$ cat config.mk
export PLATFORM = sky130hd
export DESIGN_NAME = mieu_core
export DESIGN_NICKNAME = d
export VERILOG_FILES = /design/src/hw/mieu_pkg.sv /design/src/hw/mieu_core.sv
export SDC_FILE = /design/constraint.sdc
export NUM_CORES = 1
export LEC_CHECK = 0
export BUFFER_PORTS_ARGS = -buffer_cell sky130_fd_sc_hd__buf_2
export CAP_MARGIN = 10
export CORE_MARGIN = 2
export CORE_UTILIZATION = 60
export DETAILED_ROUTE_END_ITERATION = 10
export PLACE_DENSITY = 0.83
export SLEW_MARGIN = 10
export SYNTH_ARGS = -nofsm -noshare
export SYNTH_HDL_FRONTEND = slang
export SYNTH_SLANG_ARGS = --single-unit
$ cat constraint.sdc
create_clock -name i_core_clk -period 5.5 [get_ports i_core_clk]
set_input_delay 0.825 -clock i_core_clk [delete_from_list [all_inputs] [get_ports i_core_clk]]
set_output_delay 0.825 -clock i_core_clk [all_outputs]
set_load 0.1 [all_outputs]
$ cat src/hw/mieu_pkg.sv
package mieu_pkg;
    // instruction classes presented by the fetch stage
    typedef enum logic [5:0] {
        OP_NOP = 6'h00, OP_ADD = 6'h01, OP_SUM_TO_MEMORY = 6'h02, OP_ADDI = 6'h03,
        OP_ADC = 6'h04, OP_SUM_WITH_CARRY_TO_MEMORY = 6'h05, OP_SUB = 6'h06, OP_SUBI = 6'h07,
        OP_SUBM = 6'h08, OP_SBC = 6'h09, OP_SBCM = 6'h0A, OP_DAA = 6'h0B,
        OP_AND = 6'h0C, OP_OR = 6'h0D, OP_XOR = 6'h0E, OP_ANDM = 6'h0F,
        OP_ORM = 6'h10, OP_XORM = 6'h11, OP_ANDI = 6'h12, OP_ORI = 6'h13,
        OP_XORI = 6'h14, OP_CPL = 6'h15, OP_CPLA = 6'h16, OP_INCA = 6'h17,
        OP_INC = 6'h18, OP_DECA = 6'h19, OP_DEC = 6'h1A, OP_RRA = 6'h1B,
        OP_RR = 6'h1C, OP_RRCA = 6'h1D, OP_RRC = 6'h1E, OP_RLA = 6'h1F,
        OP_RL = 6'h20, OP_RLCA = 6'h21, OP_RLC = 6'h22, OP_MOVA = 6'h23,
        OP_MOVM = 6'h24, OP_MOVI = 6'h25, OP_BCLR = 6'h26, OP_BSET = 6'h27,
        OP_JMP = 6'h28, OP_SZ = 6'h29, OP_SZA = 6'h2A, OP_SZB = 6'h2B,
        OP_SNZB = 6'h2C, OP_SIZ = 6'h2D, OP_SDZ = 6'h2E, OP_INCREMENT_SKIP_TO_ACCUMULATOR = 6'h2F,
        OP_DECREMENT_SKIP_TO_ACCUMULATOR = 6'h30, OP_CALL = 6'h31, OP_RET = 6'h32, OP_INTERRUPT_RETURN = 6'h33,
        OP_RETA = 6'h34, OP_TRDC = 6'h35, OP_TRDL = 6'h36, OP_CLRM = 6'h37,
        OP_SETM = 6'h38, OP_CLRWDT = 6'h39, OP_WDTP1 = 6'h3A,
        OP_WDTP2 = 6'h3B, OP_SWAP = 6'h3C, OP_SWAPA = 6'h3D, OP_HALT = 6'h3E
    } mieu_op_e;

    typedef enum logic [1:0] {
        ST_IDLE = 2'b00,
        ST_BUSY = 2'b01
    } mieu_state_e;

    // issued instruction
    typedef struct packed {
        mieu_op_e op;
        logic [7:0] mem;
        logic [7:0] imm;
        logic [2:0] bit_idx;
        logic pcl_target;
        logic wdt_pair_done;
        logic [15:0] rom_word;
    } mieu_instr_s;

    // status flags
    typedef struct packed {
        logic watchdog_expiry_flag;
        logic power_down_flag;
        logic signed_result_flag;
        logic zero_flag;
        logic half_carry_flag;
        logic carry_flag;
    } mieu_flags_s;

    localparam logic [2:0] SYS_PER_CYCLE = 3'h4;
    localparam logic [1:0] PHASE_LAST = 2'h3;
    localparam logic [1:0] BASE_ONE = 2'h1;
    localparam logic [1:0] BASE_TWO = 2'h2;
    localparam logic [7:0] RST_ACC = 8'h00;
    localparam logic [7:0] RST_TABLE_HIGH_BYTE = 8'h00;
    localparam mieu_flags_s RST_FLAGS = '0;
endpackage : mieu_pkg
$ cat src/hw/mieu_core.sv
// Contract
// [RQ1] writing program counter low byte adds one four-clock cycle
// [RQ2] a taken skip adds one cycle; no skip keeps base count
// [RQ3] memory-writing increment/decrement skips take both penalties
// [RQ4] preclear pair clears expiry and power-down only when watchdog cleared
// [RQ5] jump, call, returns take two cycles and touch no flag
// [RQ6] table reads load memory byte plus table-high byte, two cycles
// [RQ7] add-with-carry sums memory, accumulator and carry
// [RQ8] plain add stores sum in accumulator, updates four flags
// [RQ9] add and subtract forms take one cycle, update Z C AC OV
// [RQ10] subtract-with-carry subtracts memory and borrow, memory variant exists
// [RQ11] decimal adjust corrects accumulator into memory, only carry changes
// [RQ12] logic ops and complements take one cycle, only zero changes
// [RQ13] complement variant writes inverted value to accumulator
// [RQ14] plain rotates change no flag; through-carry rotates update carry
// [RQ15] moves and immediate load take one cycle, no flag
// [RQ16] bit set/clear address bit 0..7, no flag changes
// [RQ17] bit-test skips on zero, inverse on nonzero, no flag
// [RQ18] accumulator-result skip variants take only skip penalty
// [RQ19] nibble swap exchanges halves, accumulator variant, no flag
// [RQ20] halt enters power-down within one cycle, updates watchdog flags
// [RQ21] unaffected instructions keep every status flag
`timescale 1ns/1ns
`default_nettype none
module mieu_core (
    input wire logic i_core_clk, // 20 MHz system clock
    input wire logic i_rst, // async reset, active high
    input wire logic i_issue, // instruction offered (pulse)
    input wire mieu_pkg::mieu_instr_s i_instr, // decoded instruction
    input wire logic [7:0] i_mem_rdata, // addressed data memory byte
    output logic o_ready, // core accepts an issue
    output logic o_mem_we, // data memory write pulse
    output logic [7:0] o_mem_addr, // data memory address
    output logic [7:0] o_mem_wdata, // data memory write data
    output logic [7:0] o_acc, // accumulator
    output logic [7:0] o_table_high_byte, // table-high byte
    output mieu_pkg::mieu_flags_s o_flags, // status flags
    output logic o_power_down, // power-down mode
    output logic o_skip, // next instruction skipped (pulse)
    output logic [2:0] o_cycles // instruction cycles of last op
);
    typedef struct packed {
        mieu_pkg::mieu_state_e st;
        logic [1:0] phase;
        logic [1:0] left;
        logic [2:0] cycles;
        logic [7:0] acc;
        logic [7:0] table_high_byte;
        mieu_pkg::mieu_flags_s fl;
        logic pd;
        logic we;
        logic [7:0] addr;
        logic [7:0] wdata;
        logic skip;
    } mieu_state_s;

    mieu_state_s s_q;
    mieu_state_s s_d;

    function automatic logic is_mem_dest(input mieu_pkg::mieu_op_e op);
        case (op)
            mieu_pkg::OP_SUM_TO_MEMORY, mieu_pkg::OP_SUM_WITH_CARRY_TO_MEMORY, mieu_pkg::OP_SUBM,
            mieu_pkg::OP_SBCM, mieu_pkg::OP_DAA, mieu_pkg::OP_ANDM,
            mieu_pkg::OP_ORM, mieu_pkg::OP_XORM, mieu_pkg::OP_CPL,
            mieu_pkg::OP_INC, mieu_pkg::OP_DEC, mieu_pkg::OP_RR,
            mieu_pkg::OP_RRC, mieu_pkg::OP_RL, mieu_pkg::OP_RLC,
            mieu_pkg::OP_MOVM, mieu_pkg::OP_BCLR, mieu_pkg::OP_BSET,
            mieu_pkg::OP_SIZ, mieu_pkg::OP_SDZ, mieu_pkg::OP_TRDC,
            mieu_pkg::OP_TRDL, mieu_pkg::OP_CLRM, mieu_pkg::OP_SETM,
            mieu_pkg::OP_SWAP: is_mem_dest = 1'b1;
            default: is_mem_dest = 1'b0;
        endcase
    endfunction : is_mem_dest

    function automatic logic [1:0] base_cycles(input mieu_pkg::mieu_op_e op);
        case (op)
            mieu_pkg::OP_JMP, mieu_pkg::OP_CALL, mieu_pkg::OP_RET,
            mieu_pkg::OP_INTERRUPT_RETURN, mieu_pkg::OP_RETA, mieu_pkg::OP_TRDC,
            mieu_pkg::OP_TRDL: base_cycles = mieu_pkg::BASE_TWO;
            default: base_cycles = mieu_pkg::BASE_ONE;
        endcase
    endfunction : base_cycles

    ////////////////////////////////////////////////////////////////////////
    logic [7:0] m;
    logic [7:0] a;
    logic [8:0] sum9;
    logic [4:0] sum5;
    logic [7:0] res;
    logic res_acc;
    logic do_skip;
    logic [2:0] extra;
    logic take;
    logic [7:0] opb;

    always_comb begin
        // [RQ21] flags hold unless written
        s_d = s_q;
        m = i_mem_rdata;
        a = s_q.acc;
        sum9 = 9'h000;
        sum5 = 5'h00;
        res = 8'h00;
        res_acc = 1'b0;
        do_skip = 1'b0;
        extra = 3'h0;
        opb = 8'h00;
        take = i_issue && (s_q.st == mieu_pkg::ST_IDLE);
        s_d.we = 1'b0;
        s_d.skip = 1'b0;
        if (s_q.st == mieu_pkg::ST_BUSY) begin
            s_d.phase = s_q.phase + 2'h1;
            if (s_q.phase == mieu_pkg::PHASE_LAST) begin
                if (s_q.left == 2'h1) begin
                    s_d.st = mieu_pkg::ST_IDLE;
                end
                s_d.left = s_q.left - 2'h1;
            end
        end
        if (take) begin
            s_d.addr = i_instr.mem;
            case (i_instr.op)
                // [RQ8] plain add
                mieu_pkg::OP_ADD, mieu_pkg::OP_SUM_TO_MEMORY: begin
                    sum9 = {1'b0, a} + {1'b0, m};
                    opb = m;
                    sum5 = {1'b0, a[3:0]} + {1'b0, m[3:0]};
                end
                mieu_pkg::OP_ADDI: begin
                    sum9 = {1'b0, a} + {1'b0, i_instr.imm};
                    opb = i_instr.imm;
                    sum5 = {1'b0, a[3:0]} + {1'b0, i_instr.imm[3:0]};
                end
                // [RQ7] add with carry
                mieu_pkg::OP_ADC, mieu_pkg::OP_SUM_WITH_CARRY_TO_MEMORY: begin
                    sum9 = {1'b0, a} + {1'b0, m} + {8'h00, s_q.fl.carry_flag};
                    opb = m;
                    sum5 = {1'b0, a[3:0]} + {1'b0, m[3:0]}
                        + {4'h0, s_q.fl.carry_flag};
                end
                mieu_pkg::OP_SUB, mieu_pkg::OP_SUBM: begin
                    sum9 = {1'b0, a} + {1'b0, ~m} + 9'h001;
                    opb = ~m;
                    sum5 = {1'b0, a[3:0]} + {1'b0, ~m[3:0]} + 5'h01;
                end
                mieu_pkg::OP_SUBI: begin
                    sum9 = {1'b0, a} + {1'b0, ~i_instr.imm} + 9'h001;
                    opb = ~i_instr.imm;
                    sum5 = {1'b0, a[3:0]} + {1'b0, ~i_instr.imm[3:0]} + 5'h01;
                end
                // [RQ10] subtract with borrow
                mieu_pkg::OP_SBC, mieu_pkg::OP_SBCM: begin
                    sum9 = {1'b0, a} + {1'b0, ~m} + {8'h00, s_q.fl.carry_flag};
                    opb = ~m;
                    sum5 = {1'b0, a[3:0]} + {1'b0, ~m[3:0]}
                        + {4'h0, s_q.fl.carry_flag};
                end
                default: begin
                    sum9 = 9'h000;
                end
            endcase
            case (i_instr.op)
                // [RQ9] arithmetic flags
                mieu_pkg::OP_ADD, mieu_pkg::OP_SUM_TO_MEMORY, mieu_pkg::OP_ADDI,
                mieu_pkg::OP_ADC, mieu_pkg::OP_SUM_WITH_CARRY_TO_MEMORY, mieu_pkg::OP_SUB,
                mieu_pkg::OP_SUBM, mieu_pkg::OP_SUBI, mieu_pkg::OP_SBC,
                mieu_pkg::OP_SBCM: begin
                    res = sum9[7:0];
                    res_acc = !is_mem_dest(i_instr.op);
                    s_d.fl.carry_flag = sum9[8];
                    s_d.fl.half_carry_flag = sum5[4];
                    s_d.fl.zero_flag = (sum9[7:0] == 8'h00);
                    s_d.fl.signed_result_flag = (a[7] == opb[7])
                        && (res[7] != a[7]);
                end
                // [RQ11] decimal adjust, carry only
                mieu_pkg::OP_DAA: begin
                    sum9 = {1'b0, a};
                    if (a[3:0] > 4'h9 || s_q.fl.half_carry_flag) begin
                        sum9 = sum9 + 9'h006;
                    end
                    if (sum9[7:4] > 4'h9 || sum9[8] || s_q.fl.carry_flag) begin
                        sum9 = sum9 + 9'h060;
                    end
                    res = sum9[7:0];
                    s_d.fl.carry_flag = sum9[8] | s_q.fl.carry_flag;
                end
                // [RQ12] logic ops, zero only
                mieu_pkg::OP_AND, mieu_pkg::OP_ANDM: res = a & m;
                mieu_pkg::OP_OR, mieu_pkg::OP_ORM: res = a | m;
                mieu_pkg::OP_XOR, mieu_pkg::OP_XORM: res = a ^ m;
                mieu_pkg::OP_ANDI: res = a & i_instr.imm;
                mieu_pkg::OP_ORI: res = a | i_instr.imm;
                mieu_pkg::OP_XORI: res = a ^ i_instr.imm;
                // [RQ13] complement to either destination
                mieu_pkg::OP_CPL, mieu_pkg::OP_CPLA: res = ~m;
                mieu_pkg::OP_INC, mieu_pkg::OP_INCA, mieu_pkg::OP_SIZ,
                mieu_pkg::OP_INCREMENT_SKIP_TO_ACCUMULATOR: res = m + 8'h01;
                mieu_pkg::OP_DEC, mieu_pkg::OP_DECA, mieu_pkg::OP_SDZ,
                mieu_pkg::OP_DECREMENT_SKIP_TO_ACCUMULATOR: res = m - 8'h01;
                // [RQ14] rotates
                mieu_pkg::OP_RR, mieu_pkg::OP_RRA: res = {m[0], m[7:1]};
                mieu_pkg::OP_RL, mieu_pkg::OP_RLA: res = {m[6:0], m[7]};
                mieu_pkg::OP_RRC, mieu_pkg::OP_RRCA: begin
                    res = {s_q.fl.carry_flag, m[7:1]};
                    s_d.fl.carry_flag = m[0];
                end
                mieu_pkg::OP_RLC, mieu_pkg::OP_RLCA: begin
                    res = {m[6:0], s_q.fl.carry_flag};
                    s_d.fl.carry_flag = m[7];
                end
                // [RQ15] moves
                mieu_pkg::OP_MOVA, mieu_pkg::OP_SZA: res = m;
                mieu_pkg::OP_MOVM: res = a;
                mieu_pkg::OP_MOVI, mieu_pkg::OP_RETA: res = i_instr.imm;
                // [RQ16] bit set and clear
                mieu_pkg::OP_BCLR: begin
                    res = m & ~(8'h01 << i_instr.bit_idx);
                end
                mieu_pkg::OP_BSET: res = m | (8'h01 << i_instr.bit_idx);
                // [RQ6] table reads
                mieu_pkg::OP_TRDC, mieu_pkg::OP_TRDL: begin
                    res = i_instr.rom_word[7:0];
                    s_d.table_high_byte = i_instr.rom_word[15:8];
                end
                mieu_pkg::OP_CLRM: res = 8'h00;
                mieu_pkg::OP_SETM: res = 8'hFF;
                // [RQ19] nibble swap
                mieu_pkg::OP_SWAP, mieu_pkg::OP_SWAPA: res = {m[3:0], m[7:4]};
                mieu_pkg::OP_CLRWDT: begin
                    s_d.fl.watchdog_expiry_flag = 1'b0;
                    s_d.fl.power_down_flag = 1'b0;
                end
                // [RQ4] preclear pair
                mieu_pkg::OP_WDTP1, mieu_pkg::OP_WDTP2: begin
                    if (i_instr.wdt_pair_done) begin
                        s_d.fl.watchdog_expiry_flag = 1'b0;
                        s_d.fl.power_down_flag = 1'b0;
                    end
                end
                // [RQ20] halt
                mieu_pkg::OP_HALT: begin
                    s_d.pd = 1'b1;
                    s_d.fl.watchdog_expiry_flag = 1'b0;
                    s_d.fl.power_down_flag = 1'b1;
                end
                default: res = 8'h00;
            endcase
            case (i_instr.op)
                mieu_pkg::OP_AND, mieu_pkg::OP_OR, mieu_pkg::OP_XOR,
                mieu_pkg::OP_ANDM, mieu_pkg::OP_ORM, mieu_pkg::OP_XORM,
                mieu_pkg::OP_ANDI, mieu_pkg::OP_ORI, mieu_pkg::OP_XORI,
                mieu_pkg::OP_CPL, mieu_pkg::OP_CPLA, mieu_pkg::OP_INC,
                mieu_pkg::OP_INCA, mieu_pkg::OP_DEC, mieu_pkg::OP_DECA: begin
                    s_d.fl.zero_flag = (res == 8'h00);
                    res_acc = !is_mem_dest(i_instr.op);
                end
                mieu_pkg::OP_RRA, mieu_pkg::OP_RLA, mieu_pkg::OP_RRCA,
                mieu_pkg::OP_RLCA, mieu_pkg::OP_MOVA, mieu_pkg::OP_MOVI,
                mieu_pkg::OP_SZA, mieu_pkg::OP_INCREMENT_SKIP_TO_ACCUMULATOR, mieu_pkg::OP_DECREMENT_SKIP_TO_ACCUMULATOR,
                mieu_pkg::OP_SWAPA, mieu_pkg::OP_RETA: res_acc = 1'b1;
                default: res_acc = res_acc;
            endcase
            // [RQ17] skip decisions
            case (i_instr.op)
                mieu_pkg::OP_SZ, mieu_pkg::OP_SZA: do_skip = (m == 8'h00);
                mieu_pkg::OP_SZB: do_skip = !m[i_instr.bit_idx];
                mieu_pkg::OP_SNZB: do_skip = m[i_instr.bit_idx];
                mieu_pkg::OP_SIZ, mieu_pkg::OP_SDZ, mieu_pkg::OP_INCREMENT_SKIP_TO_ACCUMULATOR,
                mieu_pkg::OP_DECREMENT_SKIP_TO_ACCUMULATOR: do_skip = (res == 8'h00);
                default: do_skip = 1'b0;
            endcase
            if (res_acc) begin
                s_d.acc = res;
            end
            s_d.we = is_mem_dest(i_instr.op);
            s_d.wdata = res;
            // [RQ1] [RQ3] [RQ18] program counter low byte penalty
            if (is_mem_dest(i_instr.op) && i_instr.pcl_target) begin
                extra = extra + 3'h1;
            end
            // [RQ2] skip penalty
            if (do_skip) begin
                extra = extra + 3'h1;
            end
            // [RQ5] fixed two-cycle flow control
            s_d.cycles = {1'b0, base_cycles(i_instr.op)} + extra;
            s_d.left = 2'(s_d.cycles);
            s_d.skip = do_skip;
            s_d.phase = 2'h0;
            s_d.st = mieu_pkg::ST_BUSY;
        end
    end

    always_ff @(posedge i_core_clk or posedge i_rst) begin
        if (i_rst) begin
            s_q <= '{st: mieu_pkg::ST_IDLE, phase: 2'h0, left: 2'h0,
                cycles: 3'h0, acc: mieu_pkg::RST_ACC,
                table_high_byte: mieu_pkg::RST_TABLE_HIGH_BYTE, fl: mieu_pkg::RST_FLAGS, pd: 1'b0,
                we: 1'b0, addr: 8'h00, wdata: 8'h00, skip: 1'b0};
        end else begin
            s_q <= s_d;
        end
    end

    assign o_ready = (s_q.st == mieu_pkg::ST_IDLE);
    assign o_mem_we = s_q.we;
    assign o_mem_addr = s_q.addr;
    assign o_mem_wdata = s_q.wdata;
    assign o_acc = s_q.acc;
    assign o_table_high_byte = s_q.table_high_byte;
    assign o_flags = s_q.fl;
    assign o_power_down = s_q.pd;
    assign o_skip = s_q.skip;
    assign o_cycles = s_q.cycles;

    ////////////////////////////////////////////////////////////////////////
    // [RQ21] flags held on jump, call, no-op and move to accumulator
    flags_hold_a: assert property (@(posedge i_core_clk) disable iff (i_rst)
        take && i_instr.op inside {mieu_pkg::OP_JMP, mieu_pkg::OP_CALL,
        mieu_pkg::OP_NOP, mieu_pkg::OP_MOVA} |=> o_flags == $past(o_flags))
        else $error("flags changed by flag-neutral op"); // [RQ21]
    // [RQ5] two cycles
    flow_two_a: assert property (@(posedge i_core_clk) disable iff (i_rst)
        take && i_instr.op == mieu_pkg::OP_RET |=> o_cycles == 3'h2)
        else $error("return not two cycles"); // [RQ5]
    // [RQ1] pcl penalty
    pcl_extra_a: assert property (@(posedge i_core_clk) disable iff (i_rst)
        take && i_instr.op inside {mieu_pkg::OP_MOVM, mieu_pkg::OP_SUM_TO_MEMORY}
        && i_instr.pcl_target
        |=> o_cycles == 3'h2 ##1 !o_ready [*7] ##1 o_ready)
        else $error("pcl write not extended"); // [RQ1]
    // [RQ3] both penalties
    siz_both_a: assert property (@(posedge i_core_clk) disable iff (i_rst)
        take && i_instr.pcl_target && (i_instr.op == mieu_pkg::OP_SIZ
        && i_mem_rdata == 8'hFF || i_instr.op == mieu_pkg::OP_SDZ
        && i_mem_rdata == 8'h01) |=> o_cycles == 3'h3 && o_skip)
        else $error("double penalty missing"); // [RQ3]
    // [RQ18] accumulator skip only skip penalty
    increment_skip_to_accumulator_one_a: assert property (@(posedge i_core_clk) disable iff (i_rst)
        take && i_instr.op inside {mieu_pkg::OP_INCREMENT_SKIP_TO_ACCUMULATOR, mieu_pkg::OP_DECREMENT_SKIP_TO_ACCUMULATOR}
        && i_instr.pcl_target
        |=> o_cycles == {2'h0, o_skip} + 3'h1 && !o_mem_we)
        else $error("accumulator skip penalised"); // [RQ18]
    // [RQ4] preclear holds flags when not paired
    wdt_hold_a: assert property (@(posedge i_core_clk) disable iff (i_rst)
        take && i_instr.op == mieu_pkg::OP_WDTP1 && !i_instr.wdt_pair_done
        |=> o_flags == $past(o_flags))
        else $error("preclear changed flags"); // [RQ4]
    // [RQ20] halt
    halt_pd_a: assert property (@(posedge i_core_clk) disable iff (i_rst)
        take && i_instr.op == mieu_pkg::OP_HALT
        |=> o_power_down && o_flags.power_down_flag)
        else $error("halt missed power-down"); // [RQ20]
    // [RQ7] add with carry result
    adc_sum_a: assert property (@(posedge i_core_clk) disable iff (i_rst)
        take && i_instr.op == mieu_pkg::OP_ADC |=> o_acc == 8'($past(o_acc)
        + $past(i_mem_rdata) + {7'h00, $past(o_flags.carry_flag)}))
        else $error("add with carry wrong"); // [RQ7]
    // [RQ14] plain rotate keeps carry
    rot_plain_a: assert property (@(posedge i_core_clk) disable iff (i_rst)
        take && i_instr.op inside {mieu_pkg::OP_RR, mieu_pkg::OP_RRA}
        |=> o_flags == $past(o_flags))
        else $error("plain rotate changed flag"); // [RQ14]
    // [RQ12] logic ops touch zero only
    logic_zero_a: assert property (@(posedge i_core_clk) disable iff (i_rst)
        take && i_instr.op inside {mieu_pkg::OP_ANDI, mieu_pkg::OP_CPLA}
        |=> (o_flags & 6'h3B) == ($past(o_flags) & 6'h3B))
        else $error("logic op changed a non-zero flag"); // [RQ12]
    // [RQ9] arithmetic single cycle
    arith_one_a: assert property (@(posedge i_core_clk) disable iff (i_rst)
        take && i_instr.op inside {mieu_pkg::OP_ADD, mieu_pkg::OP_SUB,
        mieu_pkg::OP_SBCM} && !i_instr.pcl_target |=> o_cycles == 3'h1)
        else $error("arithmetic not one cycle"); // [RQ9]

    skip_c: cover property (@(posedge i_core_clk) o_skip);
    halt_c: cover property (@(posedge i_core_clk) o_power_down);
    three_c: cover property (@(posedge i_core_clk) o_cycles == 3'h3);
    write_c: cover property (@(posedge i_core_clk) o_mem_we && o_skip);
    table_c: cover property (@(posedge i_core_clk) o_table_high_byte != 8'h00);
endmodule : mieu_core
`default_nettype wire

==> impl_metrics.toml, run 1 <==
[logic_synthesis]
syn_area_sq_um = 7250
synthTopCellsByArea = "dfrtp_1, ha_1, nand2_1"
synth_async_sr_flop_share_pct = 100
synth_fp_nets = 1074
postSynthAreaPerCell_sq_um = 7.60
synth.distinct_cells = 86
synth.most_common_cell = "nand2_1"
ys_ff_latch = 48
yosys.area.top_type = "dfrtp_1"
yosysTopAreaCellShare_pct = 16.6
synth_ff_type = "dfrtp_1"
syn_inst = 955
ys_seq_area_share_pct = 16.6
synthTopCellsByCount = "nand2_1, a21oi_1, ha_1"
synth.yosys.warnings = 0
synth_edf_count = 0

[setup_path]
slowest_stage = "a221oi_1"
cp-end-kind = "flop"
crit_path_start_kind = "input pin"
critPathMaxStageDelay_ns = 0.49
cp-endpoint = "s_q[45]"
r2r_end = "s_q[45]"
path_cells = "buf_2 > inv_1 > ha_1 > or2_0 > and2_1 > xnor2_1 > ha_2 > a21boi_1 > xnor3_1 > a221oi_1 > nand4bb_1 > nor4_2 > nand3_2 > o41ai_4 > ha_1 > ha_1 > fa_1 > a32oi_1 > nand2_1"
startpoint = "i_instr[37]"
regToRegStartpoint = "o_acc[0]"
path_class = "input pin to flop"
r2r_slack_ns = 0.40
crit_fanout = 5
cp.required_ns = 5.68
reg2reg_depth = 17
critPathArrivalTime_ns = 5.47
path_common_cell = "ha_1"

[place]
dpl.hpwl_um = 20600
portBuffers = 97
place_congestion = 1.07
dp.cells = 1163

[grt]
grt.overflow.total = 0
grtUsageMet2_pct = 64.9
grtUsageMet3_pct = 8.18
grt_usage_pct = 40.8
met1_usage_pct = 52.6
grt_pass1_wl_um = 41000
grt_pass1_vias = 7483
grt.busiest_layer = "met2"
grt_start_max_net_pins = 49
antenna_found_initial = 0

[sta]
worst_pin_slew_ns = 1.16
period_needed_ns = 5.29
final-setup-viol-count = 0
slew_headroom_pct = 22.1
maxSlewViolCount = 0
finalHoldViolations = 0
fin_worst_skew_ns = 0.0181
setup_tns_ns = 0
timing.fmax_mhz = 189
period_share_pct = 96.2
hold_slack_ns = 0.467

[detailed_routing]
drc = 0
drt_iter0_drc = 1039
drt_pass1_iterations = 6
wl_um = 26800
vias = 7979
avgRoutedWirePerCell_um = 22.9
vias_per_cell = 6.81
drtAntennaViolNets = 0

[floorplan]
start_util_pct = 60.9
die_w_um = 114
die-area_sq_um = 13000
num_rows = 40
fp.coreArea_sq_um = 11900
io_pins = 99
die_h_um = 114

[run]
maxCapViolations = 0

[run_status]
status = "completed"

[clock_tree]
clk-insertion-delay-late_ns = 0.30
cts_sinks = 48
clk_pin_slew_ns = 0.08
cts_htree_levels = 2
clk_path_buf_depth = 2
cts_hold_buf = 0
tritoncts = "yes"
cts_root_buf = "clkbuf_16"
numCtsBuffers = 5

[final_layout]
drive_gt1_share_pct = 19.7
area_growth_pct = 11.4
multiInputGateArea_sq_um = 5330
antennaDiodeCount = 0
nFillCells = 1053
fin_cells = 1172
nNetsFinal = 1143
ff_latch_area_sq_um = 1200

[hold_path]
hp-class = "flop to flop"
worstHoldStart = "o_power_down"

[pwr]
power.density_nw_per_um2 = 541
power_mw = 4.37
ir_worst_vdd_v = 0.000408
leakage_nw = 3.74
## through the flow
step | instance area [sq um] | setup WS [ns] | util (%)
after global routing | 8080 | -0.0251 | 67.8
after floorplan | 7250 | 0.241 | -
after global placement | 7830 | 0.0243 | 65.8
after detailed placement | 7830 | -0.0450 | 65.8
after CTS | 8030 | 0.156 | 67.4
final | 8080 | 0.210 | 67.8
## placed cells by master (no fill, tap or decap), types with 7 or more instances in the layout
cell and instances:
a22oi_1 9, nor3_1 24, xor2_1 11, nand2b_1 10, o22ai_1 10, dfrtp_1 48, o21bai_1 8, a221oi_1 7
o31ai_1 7, ha_1 57, nand3b_1 8, a211oi_1 13, nor2b_1 17, o2bb2ai_1 7, inv_1 51, and3_1 12
xnor2_1 41, and2_1 9, nand2_1 113, buf_2 97, a221o_1 9, nor4_1 8, nand3_1 27, o211ai_1 9
mux2i_1 19, o21ai_0 42, nand4_1 12, mux2_2 10, buf_4 63, nor2_1 58, a21oi_1 60, a31oi_1 11
a21o_1 9, or3_1 7
## how the worst min path moves through the flow
stage	endpoint	slack [ns]	cells after the start
2_1_floorplan	o_mem_addr[0]	0.45	2
3_3_place_gp	o_mem_addr[6]	0.45	2
3_5_place_dp	o_power_down	0.45	1
4_1_cts	o_power_down	0.47	1
5_1_grt	o_power_down	0.48	1
6_report	o_power_down	0.47	1
## area by class of cell
cell class	instances	share of cell area, %
inverters	52	2.42
well taps	147	2.28
multi-input cells	756	65.9
repair buffers	161	12.1
flip-flops and latches	48	14.9
clock inverters	3	0.852
clock buffers	5	1.55
## per-layer routing
layer  wire length (um)  vias up
met2              11800      545
li1                   -     3572
met4               1630        0
met3               2860      143
met5                  0        -
met1              10500     3719
## sequential cells by signal, summed over array words and instances, names as in the netlist
name and cells:
o_acc 8, o_mem_addr 8, o_mem_wdata 8, o_table_high_byte 8, o_flags 5, s_q 5
o_cycles 3, o_mem_we 1, o_power_down 1, o_skip 1
## worst max-delay path, delay by kind of cell
kind	cells	cell delay [ns]
fa+ha+maj	5	1.38
buf+inv	2	0.19
simple gates	6	1.29
xor+xnor	2	0.45
compound gates	4	1.33
## power by group
part | internal [mW] | switching (mW)
registers | 0.493 | 0.121
clock network | 0.263 | 0.153
logic | 0.983 | 2.36
## logic make-up after synthesis
group,after synthesis,synth area share [%]
DFF,48,16.6
buffers and inverters,151,10.7
muxes,31,4.79
other,1,0.0517
xor gates and xnor gates,54,6.81
AOI/OAI and AO/OA,269,25.7
adders and majority gates,65,11.8
and+or+nand+nor,336,23.6
## timing repair
item | in CTS | in global routing
buffers inserted | 0 | 1
gates resized for setup | 0 | 10
endpoints found under the setup margin | 0 | 2
(Power assumes the default switching activity.)
==> run 2: changes to the inputs <==
--- a/config.mk
+++ b/config.mk
@@ -10,6 +10,7 @@
 export CORE_MARGIN = 2
 export CORE_UTILIZATION = 60
 export DETAILED_ROUTE_END_ITERATION = 10
+export MAX_ROUTING_LAYER = met4
 export PLACE_DENSITY = 0.83
 export SLEW_MARGIN = 10
 export SYNTH_ARGS = -nofsm -noshare
==> constraint.sdc (replaced) <==
create_clock -name i_core_clk -period 5.85 [get_ports i_core_clk]
set_input_delay 0.8775 -clock i_core_clk [delete_from_list [all_inputs] [get_ports i_core_clk]]
set_output_delay 0.8775 -clock i_core_clk [all_outputs]
set_load 0.1 [all_outputs]
==> run 2 against run 1 <==
Net effect:
- sequential power rose by 2%
- utilization fell by 1.5 points
- clock power fell by 9.2%
- critical path depth rose by 3
- highest routed layer unchanged
==> impl_metrics.toml, run 2 (same netlist as run 1, synthesis figures left out) <==
[detailed_routing]
drt_pass1_iterations = 6
avgRoutedWirePerCell_um = 23.5
wl_um = 27100
drc = 0
drtAntennaViolNets = 0
vias_per_cell = 6.82
drt_iter0_drc = 1199
vias = 7874

[clock_tree]
ctsResizeCount = 0
tritoncts = "yes"
clk_path_buf_depth = 2
cts_hold_buf = 0
cts_sinks = 48
cts_htree_levels = 2
clk-insertion-delay-late_ns = 0.29
cts_root_buf = "clkbuf_16"
cts_setup_buffers = 0
clk_pin_slew_ns = 0.07
numCtsBuffers = 5

[final_layout]
design_area_sq_um = 7900
area_growth_pct = 8.90
nFillCells = 1074
antennaDiodeCount = 0
drive_gt1_share_pct = 17.8
mostFrequentLayoutCells = "nand2_1, buf_2, a21oi_1"
ff_latch_area_sq_um = 1200
multiInputGateArea_sq_um = 5300
layout_commonest_cell = "nand2_1"
nNetsFinal = 1125

[setup_path]
r2r_end = "s_q[45]"
critPathArrivalTime_ns = 5.68
crit_fanout = 8
path_class = "input pin to flop"
startpoint = "i_instr[37]"
r2r_slack_ns = 0.74
regToRegStartpoint = "o_acc[1]"
cp-end-kind = "flop"
reg2reg_depth = 17
cp.required_ns = 6.03
crit_path_start_kind = "input pin"

[pwr]
leakage_nw = 3.63
power_mw = 4.08
clkPwrFrac_pct = 9.2
power.density_nw_per_um2 = 517
p_comb_share_pct = 75.4
netSwitchingFraction_pct = 60.4
pwr-share-seq_pct = 15.4
p_sw_mw = 2.47
ir_worst_vdd_v = 0.000350
internal_power_mw = 1.62

[hold_path]
hp-class = "flop to flop"
worstHoldStart = "o_power_down"
min_delay_path_depth = 1
holdPathEnd = "o_power_down"

[sta]
maxSlewViolCount = 0
hold_slack_ns = 0.464
period_needed_ns = 5.50
fin_ws_ns = 0.347
worst_pin_slew_ns = 1.15
grt_setup_unrepaired = "no"
setup_tns_ns = 0
finalHoldViolations = 0
slew_headroom_pct = 22.8
timing.fmax_mhz = 182
fin_worst_skew_ns = 0.00544
period_share_pct = 94.1
final-setup-viol-count = 0

[place]
dpl.hpwl_um = 21000
placed_cell_area_sq_um = 7690
portBuffers = 97
place_congestion = 1.09
place_ws_ns = -0.0127

[run]
maxCapViolations = 0

[grt]
grt.overflow.total = 0
grt_start_max_net_pins = 49
grt_usage_pct = 42.2
grt_pass1_wl_um = 40900
grt_pass1_vias = 7244
antenna_found_initial = 0

[floorplan]
fp.coreArea_sq_um = 11900
start_util_pct = 60.9
num_rows = 40
die-area_sq_um = 13000
die_h_um = 114
io_pins = 99
die_w_um = 114

[run_status]
status = "completed"
[run 2: final cells by class]
type / count / share of cell area [%]
multi-input combinational: 756 / 67.0
sequential: 48 / 15.2
timing repair buffer: 143 / 10.5
inverter: 52 / 2.47
tap: 147 / 2.33
clock buffer: 5 / 1.58
clock inverter: 3 / 0.871
[run 2: critical path, stage by stage]
cell,delay [ns]
buf_2,0.12
inv_1,0.08
ha_1,0.30
or2_0,0.20
buf_4,0.19
nand2_2,0.07
buf_4,0.18
a21oi_1,0.15
ha_1,0.23
nand2_1,0.09
o32a_1,0.41
xnor2_1,0.15
a2111oi_0,0.54
buf_4,0.21
and3_1,0.19
nand3_1,0.16
o41ai_2,0.31
ha_1,0.30
ha_1,0.20
fa_1,0.46
a32oi_1,0.17
nand2_1,0.07
[run 2: how the worst max path moves through the flow]
stage	endpoint	slack [ns]	depth (start not counted)
after floorplan	s_q[45]	0.54	19
after global routing	s_q[45]	0.08	22
after global placement	s_q[45]	0.07	21
final	s_q[45]	0.35	22
after detailed placement	s_q[45]	-0.01	21
after CTS	s_q[45]	0.28	21
[run 2: power by group through the flow]
stage / Combinational (mW) / Clock, mW / Sequential [mW]
after detailed placement: 3.00 / 0 / 0.627
final: 3.08 / 0.377 / 0.629
after global routing: 3.27 / 0.389 / 0.643
after global placement: 2.98 / 0 / 0.622
after CTS: 3.02 / 0.378 / 0.622
after floorplan: 2.49 / 0 / 0.579
[run 2: per-layer routing]
layer / vias up / wire (um) / track usage [%]
met1: 3653 / 10500 / 53.9
met3: 139 / 2770 / 6.43
met4: 0 / 1730 / 20.6
met2: 539 / 12000 / 65.4
met5: - / 0 / -
li1: 3543 / - / -
[run 2: stage by stage]
| stage | util (%) | std cells |
|---|---|---|
| global route | 66.3 | 1154 |
| finish | 66.3 | 1154 |
| global placement | 64.6 | 1146 |
| detailed placement | 64.6 | 1146 |
| floorplan | - | 955 |
| CTS | 66.2 | 1154 |
